==> src/dasa_pkg.sv <==
// package of constants and carrier types for the dual converter status aggregator
// ****************************************************************
// Operation
// - status word 0 bits 31:24 mirror group-B slot overwrite flags live
// - status word 0 bits 23:16 mirror group-A slot overwrite flags live
// - status word 0 bits 15:8 mirror group-B slot fresh-data flags live
// - status word 0 bits 7:0 mirror group-A slot fresh-data flags live
// - any_slot_overwrite is OR of every slot overwrite flag
// - any_slot_fresh is OR of every slot fresh-data flag
// - any_trigger_overrun is OR of sixteen trigger overrun flags
// - any_irq_flag_overwrite is OR of four interrupt flag overwrite indicators
// - converter B input field: current input while active, last input while idle
// - converter A input field: current input while active, last input while idle
// - conv_b_active reads 1 while converter B converts
// - conv_a_active reads 1 while converter A converts
// - compare1 match flag sets on condition met, write one clears
// - compare0 match flag sets on condition met, write one clears
// - match flag sets once match counter reaches limit plus one
// - compare level is 0 below compare value, 1 at or above
// - four conversion-done flags set on irq pulse, write one clears
// ****************************************************************
package dasa_pkg;

  localparam int          ADDR_W          = 8;
  localparam logic [7:0]  OFF_FLAG_MIRROR = 8'hb0;
  localparam logic [7:0]  OFF_SUMMARY     = 8'hb4;
  localparam logic [31:0] RESET_WORD      = 32'h0000_0000;

  // summary register field positions
  localparam int POS_ANY_OVW   = 27;
  localparam int POS_ANY_FRESH = 26;
  localparam int POS_ANY_TRIG  = 25;
  localparam int POS_ANY_IRQOV = 24;
  localparam int POS_CH_B      = 20;
  localparam int POS_ACT_B     = 16;
  localparam int POS_CH_A      = 12;
  localparam int POS_ACT_A     = 8;
  localparam int POS_CMP_FLAG  = 6;
  localparam int POS_CMP_LVL   = 4;
  localparam int POS_DONE      = 0;

  localparam int NUM_CMP   = 2;
  localparam int NUM_DONE  = 4;
  localparam int NUM_SLOT  = 8;
  localparam int NUM_TRIG  = 16;
  localparam int CNT_W     = 5;

  typedef struct packed {
    logic [NUM_SLOT-1:0] ovw_b;
    logic [NUM_SLOT-1:0] ovw_a;
    logic [NUM_SLOT-1:0] fresh_b;
    logic [NUM_SLOT-1:0] fresh_a;
  } dasa_slot_flags_s;

  typedef struct packed {
    logic        active;
    logic [2:0]  input_select;
  } dasa_conv_s;

  typedef struct packed {
    logic        enable;
    logic        cond_ge;
    logic [3:0]  match_count_limit;
    logic [11:0] compare_value;
    logic [2:0]  slot_select;
  } dasa_cmp_cfg_s;

  typedef struct packed {
    logic        load;
    logic [2:0]  slot;
    logic [11:0] data;
  } dasa_result_s;

  typedef struct packed {
    logic [ADDR_W-1:0] addr;
    logic [31:0]       wdata;
    logic              wr;
    logic              rd;
  } dasa_bus_s;

endpackage : dasa_pkg

==> src/dasa_status.sv <==
// status register bank of the dual converter controller
`timescale 1ns/100ps
module dasa_status
  import dasa_pkg::*;
(
  input  wire logic                        clk,
  input  wire logic                        rst,
  input  wire dasa_bus_s                   bus,
  output logic [31:0]                      rdata,
  input  wire dasa_slot_flags_s            slot_flags,
  input  wire logic [NUM_TRIG-1:0]         trigger_overrun_flag,
  input  wire logic [NUM_DONE-1:0]         irq_flag_overwrite,
  input  wire dasa_conv_s                  converter_a,
  input  wire dasa_conv_s                  converter_b,
  input  wire dasa_cmp_cfg_s [NUM_CMP-1:0] cmp_cfg,
  input  wire dasa_result_s                result,
  input  wire logic [NUM_DONE-1:0]         conversion_done_irq,
  output logic [NUM_CMP-1:0]               compare_match_flag,
  output logic [NUM_CMP-1:0]               compare_level,
  output logic [NUM_DONE-1:0]              conv_done_flag
);

  // ****************************************************************
  // state
  // ****************************************************************
  typedef struct packed {
    logic [31:0]                    rdata;
    logic [2:0]                     last_a;
    logic [2:0]                     last_b;
    logic [NUM_CMP-1:0]             cmp_flag;
    logic [NUM_CMP-1:0]             cmp_level;
    logic [NUM_CMP-1:0][CNT_W-1:0]  cmp_cnt;
    logic [NUM_DONE-1:0]            done;
  } dasa_state_s;

  dasa_state_s state;
  dasa_state_s next_state;

  // ****************************************************************
  // helpers
  // ****************************************************************
  function automatic logic cmp_hit(input dasa_cmp_cfg_s cfg, input logic [11:0] data);
    logic ge;
    ge = (data >= cfg.compare_value);
    return cfg.cond_ge ? ge : !ge;
  endfunction : cmp_hit

  function automatic logic [2:0] shown_input(input dasa_conv_s conv, input logic [2:0] last);
    return conv.active ? conv.input_select : last;
  endfunction : shown_input

  // ****************************************************************
  // register images
  // ****************************************************************
  logic [31:0] mirror_word;
  logic [31:0] summary_word;
  logic        sum_wr;

  always_comb begin
    mirror_word = {slot_flags.ovw_b,
                   slot_flags.ovw_a,
                   slot_flags.fresh_b,
                   slot_flags.fresh_a};
  end

  always_comb begin
    summary_word = RESET_WORD;
    summary_word[POS_ANY_OVW]   = |{slot_flags.ovw_a, slot_flags.ovw_b};
    summary_word[POS_ANY_FRESH] = |{slot_flags.fresh_a, slot_flags.fresh_b};
    summary_word[POS_ANY_TRIG]  = |trigger_overrun_flag;
    summary_word[POS_ANY_IRQOV] = |irq_flag_overwrite;
    summary_word[POS_CH_B +: 3] = shown_input(converter_b, state.last_b);
    summary_word[POS_ACT_B]     = converter_b.active;
    summary_word[POS_CH_A +: 3] = shown_input(converter_a, state.last_a);
    summary_word[POS_ACT_A]     = converter_a.active;
    summary_word[POS_CMP_FLAG +: NUM_CMP] = state.cmp_flag;
    summary_word[POS_CMP_LVL +: NUM_CMP]  = state.cmp_level;
    summary_word[POS_DONE +: NUM_DONE]    = state.done;
  end

  // only the summary register has writable bits; the mirror ignores writes
  assign sum_wr = bus.wr && (bus.addr == OFF_SUMMARY);

  // ****************************************************************
  // next state
  // ****************************************************************
  always_comb begin
    logic hit;
    logic reach;
    logic [CNT_W-1:0] limit;
    hit   = 1'b0;
    reach = 1'b0;
    limit = '0;
    next_state = state;

    // read data stands only in the cycle after the strobe
    next_state.rdata = RESET_WORD;
    if (bus.rd) begin
      if (bus.addr == OFF_FLAG_MIRROR) begin
        next_state.rdata = mirror_word;
      end else if (bus.addr == OFF_SUMMARY) begin
        next_state.rdata = summary_word;
      end
    end

    // remember the input while busy so idle shows the last one
    if (converter_a.active) begin
      next_state.last_a = converter_a.input_select;
    end
    if (converter_b.active) begin
      next_state.last_b = converter_b.input_select;
    end

    // write one clears first, so a same-cycle event below wins
    if (sum_wr) begin
      next_state.cmp_flag = state.cmp_flag & ~bus.wdata[POS_CMP_FLAG +: NUM_CMP];
      next_state.done     = state.done & ~bus.wdata[POS_DONE +: NUM_DONE];
    end

    next_state.done = next_state.done | conversion_done_irq;

    for (int i = 0; i < NUM_CMP; i++) begin
      if (result.load && cmp_cfg[i].enable && (result.slot == cmp_cfg[i].slot_select)) begin
        // level tracks the latest selected result against the threshold
        next_state.cmp_level[i] = (result.data >= cmp_cfg[i].compare_value);
        hit   = cmp_hit(cmp_cfg[i], result.data);
        limit = {1'b0, cmp_cfg[i].match_count_limit} + 5'h01;
        if (hit) begin
          reach = ((state.cmp_cnt[i] + 5'h01) >= limit);
          if (reach) begin
            next_state.cmp_flag[i] = 1'b1;
            next_state.cmp_cnt[i]  = '0;
          end else begin
            next_state.cmp_cnt[i] = state.cmp_cnt[i] + 5'h01;
          end
        end else begin
          // a miss breaks the run of matches
          next_state.cmp_cnt[i] = '0;
        end
      end else if (!cmp_cfg[i].enable) begin
        next_state.cmp_cnt[i] = '0;
      end
    end
  end

  // ****************************************************************
  // registers
  // ****************************************************************
  always_ff @(posedge clk) begin
    if (rst) begin
      state <= '0;
    end else begin
      state <= next_state;
    end
  end

  assign rdata              = state.rdata;
  assign compare_match_flag = state.cmp_flag;
  assign compare_level      = state.cmp_level;
  assign conv_done_flag     = state.done;

endmodule : dasa_status

==> config.mk <==
export PLATFORM = sky130hd
export DESIGN_NAME = dasa_status
export DESIGN_NICKNAME = d
export VERILOG_FILES = /design/src/dasa_pkg.sv /design/src/dasa_status.sv
export SDC_FILE = /design/constraint.sdc
export NUM_CORES = 1
export LEC_CHECK = 0
export BUFFER_PORTS_ARGS = -buffer_cell sky130_fd_sc_hd__buf_4
export CORE_AREA = 2 2 124 66
export DETAILED_ROUTE_END_ITERATION = 16
export DIE_AREA = 0 0 126 68
export PLACE_DENSITY = 0.82
export SYNTH_ARGS = -nofsm -noshare
export SYNTH_HDL_FRONTEND = slang
export SYNTH_SLANG_ARGS = --single-unit
==> constraint.sdc <==
create_clock -name clk -period 5.2 [get_ports clk]
set_input_delay 1.04 -clock clk [delete_from_list [all_inputs] [get_ports clk]]
set_output_delay 1.04 -clock clk [all_outputs]
set_load 0.05 [all_outputs]
==> flow_summary.toml, run 1 <==
[logic_synthesis]
synth_nets = 604
yosys.area_share.xor_xnor_pct = 4.05
synth_area_um2 = 3460
synth-simple-area-share_pct = 19.2
synth_mux_area_share_pct = 6.07
syn_area_per_cell_um2 = 8.66
synth_compound_gate_area_share_pct = 11.3
synth_top_family_by_area = "simple AND/OR/NAND/NOR gates"
synth-seq-area-share_pct = 32.4
ys_types = 38
netlist_top_cells_count = "dfxtp_1 (56), nor2_1 (42), buf_4 (40)"
synth_seq_cells = 56
synthAdderAreaFrac_pct = 13.7
synthFlopType = "dfxtp_1"
synth_area_leaders = "dfxtp_1 (32%), ha_1 (14%), buf_4 (8.7%)"
synth_top_cell_area_share_pct = 32.4
yosysWarningCount = 0
synth_most_common_cell = "dfxtp_1"
yosys.area.top_type = "dfxtp_1"
synthArstFlopShare_pct = 0
synth_edf_count = 0
syn_inst = 400

[worst_hold_path]
hold_path_class = "flop to flop"
hold_depth = 2

[timing]
fin_skew_ps = 4.93
final_hold_viol_count = 0
fin_ws_ps = 1800
timing.final.crit_period_ps = 3400
setup_violations = 0
tightest_slew_ps = 859
final_max_slew_viol_count = 0
relSlewSlack_pct = 42.6
fmax_ghz = 0.294
timing.final.crit_share_pct = 65.3
grt_setup_unrepaired = "no"
final.setup.tns_ps = 0

[cts]
cts_setup_buffers = 0
cts-resized-gates = 0
htreeDepth = 2
clock_path_buffers = 2
clk_pin_slew_ps = 70
clock_sinks = 56
worstSkewPairLatency_ps = 290
numCtsBuffers = 5
ctsRootBufferMaster = "clkbuf_16"
cts_tree = "yes"
cts_hold_buffers = 0

[drt]
postRouteAntennaNets = 0
routedWlPerCell_um = 16.5
vias = 3233
wl_um = 10500
viasPerCell = 5.08
drtIter0Drc = 137
remaining_drc_errors = 0
dr.pass1.iters = 4

[flow_run]
drv_cap = 0

[setup_path]
worstReg2RegEnd = "state[13]"
timing.critical_path.to = "rdata[18]"
crit_path_end_kind = "flop"
crit_slowest_cell = "nor2_1"
crit_chain = "buf_4 > or4b_1 > nor3_1 > nand3b_1 > nor2_1 > and2_1"
max_stage_delay_ps = 850
crit_required_ps = 5430
r2r_setup_slack_ps = 2610
cp_max_fo = 21
setup.worst_path.class = "input port to flop"
r2r-start = "state[9]"
startpoint = "bus[35]"
crit_path_start_kind = "input port"
critPathArrivalTime_ps = 3630
reg2regPathDepth = 10

[global_routing]
use_met2_pct = 36.3
grt_use_met3_pct = 4.77
antenna_found_initial = 0
grt_pass1_wl_um = 15600
grt_pass1_vias = 3076
grt_usage_pct = 23.4
grt_max_degree = 30
use_met1_pct = 34.2
grt_overflow_total = 0
grt_busiest_layer = "met2"

[floorplan]
die_x_um = 126
die_height_um = 68
coreArea_um2 = 7600
num_rows = 23
boundaryPins = 206
start_util_pct = 45.6
die_area_um2 = 8570

[power]
p_sw_share_pct = 26.3
p_leak_nw = 2.35
ir_worst_vdd_mv = 0.144
internal-power_uw = 730
switching_power_uw = 261
seq_power_share_pct = 44.2
pwr_density_cell_nw_per_um2 = 209
pwr-share-comb_pct = 21.4
clkPwrFrac_pct = 34.4

[outcome]
status = "complete, no violations"

[finish]
layout-drive-gt1-share_pct = 36.3
diodes = 0
nNetsFinal = 740
area_delta_synth_final_pct = 36.8
fillers = 654

[placement]
hpwl_um = 8850
gp_congestion = 0.804
place_ws_ps = 1560
port_buffers = 179
[through the flow]
step                util (%)  cell area [um2]  power (mW)  instances  hold slack, ps
floorplan                  -             3460       0.542        400             444
global placement        60.5             4590       0.649        629             452
detailed placement      60.5             4590       0.658        629             462
CTS                     62.4             4740       0.996        637             473
global route            62.4             4740        1.04        637             500
finish                  62.4             4740       0.991        637             474
[how the worst min path moves through the flow]
stage	endpoint	slack, ps	startpoint
after floorplan	state[8]	440	state[8]
after global placement	state[8]	450	state[8]
after detailed placement	state[8]	460	state[8]
after CTS	state[8]	470	state[8]
after global routing	state[7]	500	state[7]
final	state[8]	470	state[8]
[critical path, delay by kind of cell]
| kind | cells | cell delay, ps |
|---|---|---|
| buf+inv | 1 | 100 |
| simple gates | 5 | 2490 |
[state kept, by name (all words and copies together) (netlist names)]
name	flops
rdata	32
state	16
conv_done_flag	4
compare_level	2
compare_match_flag	2
[cells in the final DEF (no fill, tap or decap), types with 2 or more instances in the layout]
cell type / n
clkbuf_16: 5
nor2_1: 42
xnor2_1: 10
mux2i_1: 21
a2111oi_0: 5
inv_1: 32
nand2_1: 22
xor2_1: 6
a211oi_1: 8
nand2b_4: 2
nand3_1: 11
ha_1: 38
or3_1: 2
o21a_1: 3
a21o_1: 4
nand2b_1: 10
nand4_1: 9
o21ai_0: 4
o21bai_1: 2
dfxtp_1: 56
and2_1: 14
nor4_1: 13
a211oi_2: 2
buf_4: 179
a21oi_1: 23
[cell type report]
class                           instances  area (um2)  area share [%]
Multi-Input combinational cell        262        1880            39.7
Timing Repair Buffer                  179        1340            28.4
Sequential cell                        56        1120            23.7
Clock buffer                            5         125            2.64
Tap cell                              100         125            2.64
Inverter                               32         120            2.53
Clock inverter                          3        21.3           0.449
[power groups by stage]
stage | Combinational, mW | Clock [mW] | Sequential (mW)
final | 0.212 | 0.341 | 0.438
after global routing | 0.231 | 0.366 | 0.438
after floorplan | 0.0956 | 0 | 0.446
after global placement | 0.201 | 0 | 0.447
after detailed placement | 0.210 | 0 | 0.447
after CTS | 0.212 | 0.346 | 0.437
[routing by layer]
layer	up-vias	wire [um]
met2	72	4750
met4	0	75
li1	1604	-
met1	1548	5240
met3	9	419
met5	-	0
[cells by family (layout without fill, tap and decap cells)]
group | Yosys count | after routing
adders and majority gates | 38 | 38
and+or+nand+nor | 131 | 131
AOI/OAI and AO/OA | 56 | 56
muxes | 21 | 21
buffers and inverters | 82 | 219
DFF | 56 | 56
xor gates and xnor gates | 16 | 16
No activity file was read; power rests on OpenSTA's default activity.
==> run 2, diff against run 1 <==
- CORE_AREA: 2 2 124 66 -> 2 2 135 71
- DIE_AREA: 0 0 126 68 -> 0 0 137 73
- PLACE_DENSITY: 0.82 -> 0.74
- clock period: 5.2 -> 2.7 ns (I/O delays scaled with it)
==> run 2 against run 1 <==
Effect of this change: hold slack worse by 16 ps; total power rose by 91%; die area is 17% higher; sequential power is 92% higher; register-to-register slack worse by 2400 ps; critical path depth increased by 4; clock skew shrank 0.67 ps; non-clock buffer count up 3.
==> flow_summary.toml, run 2 (synthesis results as in run 1) <==
[timing]
hold_slack_ps = 458
timing.final.crit_share_pct = 91.3
grt_setup_unrepaired = "no"
final_hold_viol_count = 0
tightest_slew_ps = 596
relSlewSlack_pct = 59.9
timing.final.crit_period_ps = 2460
fmax_ghz = 0.406
fin_skew_ps = 4.26
setup_violations = 0
final_max_slew_viol_count = 0

[cts]
clock_path_buffers = 2
cts_tree = "yes"
cts_setup_buffers = 0
ctsRootBufferMaster = "clkbuf_16"
cts-resized-gates = 0
clock_sinks = 56
htreeDepth = 2
worstSkewPairLatency_ps = 290
clk_pin_slew_ps = 70
cts_hold_buffers = 0
numCtsBuffers = 5

[finish]
layout-drive-gt1-share_pct = 37.4
fillers = 848
diodes = 0
largest_register_ffs = 32
nNetsFinal = 743
area_delta_synth_final_pct = 39.1
multiInputGateArea_um2 = 1910
register_area_um2 = 1120
final_common_cell = "buf_4"
layout_common_cells = "buf_4 (182), dfxtp_1 (56), nor2_1 (42)"
final_util_pct = 53.5
final_area_um2 = 4820

[placement]
hpwl_um = 8980
gp_congestion = 0.827
port_buffers = 179
placed_cell_area_um2 = 4640

[flow_run]
drv_cap = 0

[worst_hold_path]
hold_path_class = "input port to flop"

[outcome]
status = "complete, no violations"

[global_routing]
grt_overflow_total = 0
grt_pass1_wl_um = 15900
grt_max_degree = 30
grt_usage_pct = 20.6
grt_pass1_vias = 3145
antenna_found_initial = 0

[setup_path]
critPathArrivalTime_ps = 2700
crit_required_ps = 2930
r2r_setup_slack_ps = 240
reg2regPathDepth = 10
crit_path_end_kind = "flop"
cp_max_fo = 5
crit_path_start_kind = "flop"
startpoint = "state[4]"
worstReg2RegEnd = "state[5]"
r2r-start = "state[4]"
setup.worst_path.class = "flop to flop"
timing.critical_path.to = "state[5]"

[floorplan]
num_rows = 25
die_height_um = 73
die_x_um = 137
boundaryPins = 206
start_util_pct = 38.4
die_area_um2 = 10000
coreArea_um2 = 9010

[drt]
postRouteAntennaNets = 0
wl_um = 10500
routedWlPerCell_um = 15.8
viasPerCell = 4.83
drtIter0Drc = 194
remaining_drc_errors = 0
vias = 3193
dr.pass1.iters = 4

[power]
pwr_density_cell_nw_per_um2 = 394
ir_worst_vdd_mv = 0.371
p_leak_nw = 2.36
## run 2: metal layers
| layer | global-route usage [%] | vias up | share of wire (%) | wire length [um] |
|---|---|---|---|---|
| li1 | - | 1614 | - | - |
| met1 | 31.4 | 1509 | 50 | 5220 |
| met2 | 30.7 | 64 | 45 | 4690 |
| met3 | 4.24 | 6 | 4.8 | 500 |
| met4 | 1.95 | 0 | 0.44 | 46 |
| met5 | 0 | - | 0 | 0 |
## run 2: area by class of cell
cell class,instances,share of cell area (%)
Multi-Input combinational cell,262,39.7
Timing Repair Buffer,182,28.4
Sequential cell,56,23.3
Tap cell,121,3.14
Clock buffer,6,2.68
Inverter,32,2.49
Clock inverter,2,0.338
## run 2: report_power, final
part | total, mW | internal, mW | switching (mW)
sequential | 0.843 | 0.836 | 0.00724
clock | 0.641 | 0.346 | 0.295
combinational | 0.412 | 0.226 | 0.186
## run 2: worst min path at each step
stage,start,end,slack [ps],cells past startpoint
after floorplan,state[8],state[8],440,2
after global placement,state[8],state[8],450,2
after detailed placement,state[13],state[13],470,2
after CTS,conversion_done_irq[1],conv_done_flag[1],450,3
after global routing,slot_flags[11],rdata[11],450,2
final,slot_flags[18],rdata[18],460,2
## run 2: worst max-delay path, cell delays in order, from the launching register on
cell	delay, ps
dfxtp_1	430
ha_1	210
nand2b_1	130
nand2_1	60
ha_1	280
o21ai_0	140
o21bai_1	170
a2111oi_2	400
mux2i_1	220
o2bb2a_2	300
nor2_1	70
## run 2: metrics by stage
step,total power [mW],instances,TNS (ps),worst slack [ps]
5_1_grt,2.00,661,0,12.5
6_report,1.90,661,0,236
4_1_cts,1.91,661,0,133
3_3_place_gp,1.25,653,0,96.1
3_5_place_dp,1.27,653,-604,-90.4
2_1_floorplan,1.04,400,0,371
==> run 3, diff against run 2 <==
- CORE_AREA: 2 2 135 71 -> 2 2 115 83
- DIE_AREA: 0 0 137 73 -> 0 0 117 85
- PLACE_DENSITY: 0.74 -> 0.73
==> run 3 against run 2 <==
Effect of this change: cell area about the same; largest power group unchanged; critical endpoint unchanged; fmax down 1.9%; critical path depth unchanged; sequential share of layout area about the same; non-clock buffer count up 1; first-iteration DRC count down 18%; combinational power down 2%; cell count up 0.61%; utilization up 0.76 points.
==> flow_summary.toml, run 3 (synthesis results as in run 1) <==
[outcome]
status = "complete, no violations"

[worst_hold_path]
min_from = "conversion_done_irq[3]"
hold_path_class = "input port to flop"

[power]
seq_power_share_pct = 44.7
p_leak_nw = 2.37
clkPwrFrac_pct = 34.0
internal-power_mw = 1.41
pwr_density_cell_nw_per_um2 = 392
p_sw_share_pct = 25.5
switching_power_uw = 482
pwr-share-comb_pct = 21.4
ir_worst_vdd_mv = 0.199

[finish]
final_area_um2 = 4820
diodes = 0
nNetsFinal = 744
final_util_pct = 54.2
final_common_cell = "buf_4"
layout_common_cells = "buf_4 (183), dfxtp_1 (56), nor2_1 (42)"
largest_register_ffs = 32
layout-drive-gt1-share_pct = 37.3
area_delta_synth_final_pct = 39.2

[global_routing]
grt_usage_pct = 19.4
grt_overflow_total = 0
grt_pass1_wl_um = 15100
grt_pass1_vias = 2990
antenna_found_initial = 0
grt_max_degree = 30

[setup_path]
r2r-start = "state[4]"
setup.worst_path.class = "flop to flop"
critPathArrivalTime_ps = 2740
cp_max_fo = 5
crit_required_ps = 2930
startpoint = "state[4]"
crit_path_start_kind = "flop"
crit_path_end_kind = "flop"

[timing]
relSlewSlack_pct = 70.5
final_max_slew_viol_count = 0
tightest_slew_ps = 431
final_hold_viol_count = 0
fin_skew_ps = 5.61
timing.final.crit_period_ps = 2510
fmax_ghz = 0.398
timing.final.crit_share_pct = 93.0
setup_violations = 0

[cts]
clock_path_buffers = 2
cts_hold_buffers = 0
htreeDepth = 2
numCtsBuffers = 5
cts_tree = "yes"
clk_pin_slew_ps = 70
ctsRootBufferMaster = "clkbuf_16"
clock_sinks = 56
worstSkewPairLatency_ps = 290

[drt]
dr.pass1.iters = 4
routedWlPerCell_um = 14.8
drtIter0Drc = 159
wl_um = 9830
viasPerCell = 4.74
vias = 3155
remaining_drc_errors = 0
postRouteAntennaNets = 0

[floorplan]
die_height_um = 85
num_rows = 29
boundaryPins = 206
start_util_pct = 39.0
die_area_um2 = 9950
coreArea_um2 = 8890
die_x_um = 117

[placement]
placed_cell_area_um2 = 4650
port_buffers = 179
gp_congestion = 0.819
hpwl_um = 8440

[flow_run]
drv_cap = 0
-- run 3: changes by cell type in the layout (fill, tap and decap cells not counted), sizes merged --
| cell | before | now |
|---|---|---|
| buf | 182 | 183 |
| clkbuf | 6 | 5 |
| inv | 32 | 33 |
-- run 3: power groups by stage --
stage          registers, mW  clock network, mW  logic, mW
3_3_place_gp           0.863                  0      0.388
3_5_place_dp           0.863                  0      0.398
2_1_floorplan          0.860                  0      0.184
5_1_grt                0.845              0.700      0.441
4_1_cts                0.844              0.666      0.400
6_report               0.844              0.642      0.403
-- run 3: area by class of cell --
type                       count  area, um2
tap                          124        155
multi-input combinational    262       1900
clock buffer                   5        125
timing repair buffer         183       1370
inverter                      32        120
sequential                    56       1120
fill                         812       4070
clock inverter                 3       21.3
-- run 3: per-stage QoR --
stage / std cells / worst slack, ps / TNS (ps) / hold slack [ps] / power (mW)
CTS: 665 / 168 / 0 / 445 / 1.91
detailed placement: 657 / -4.15 / -4.15 / 468 / 1.26
global route: 665 / -5.31 / -5.31 / 452 / 1.99
floorplan: 400 / 371 / 0 / 444 / 1.04
global placement: 657 / 91.0 / 0 / 454 / 1.25
finish: 665 / 188 / 0 / 452 / 1.89
-- run 3: final timing paths --
kind / depth (start not counted) / slack (ps) / to
max: 10 / 190 / state[5]
min: 3 / 450 / conv_done_flag[3]
max reg2reg: 10 / 190 / state[5]
min reg2reg: 2 / 470 / state[13]
-- run 3: critical path, stage by stage, from the launching register on --
cell	delay (ps)
dfxtp_1	420
ha_1	220
nand2b_1	140
nand2_1	60
ha_1	270
o21ai_0	180
o21bai_1	140
a2111oi_1	400
mux2i_1	240
o2bb2a_2	310
nor2_1	70
-- run 3: what timing repair did --
action,4_1_cts,5_1_grt
setup buffers,0,0
gates resized for setup,0,7
endpoints found under the setup margin,0,7
-- run 3: layer usage --
layer	wire length, um	up-vias	track usage [%]
met4	58	0	2.78
met5	0	-	0
met1	4940	1474	29.3
met3	313	4	3.21
met2	4520	63	29.5
li1	-	1614	-
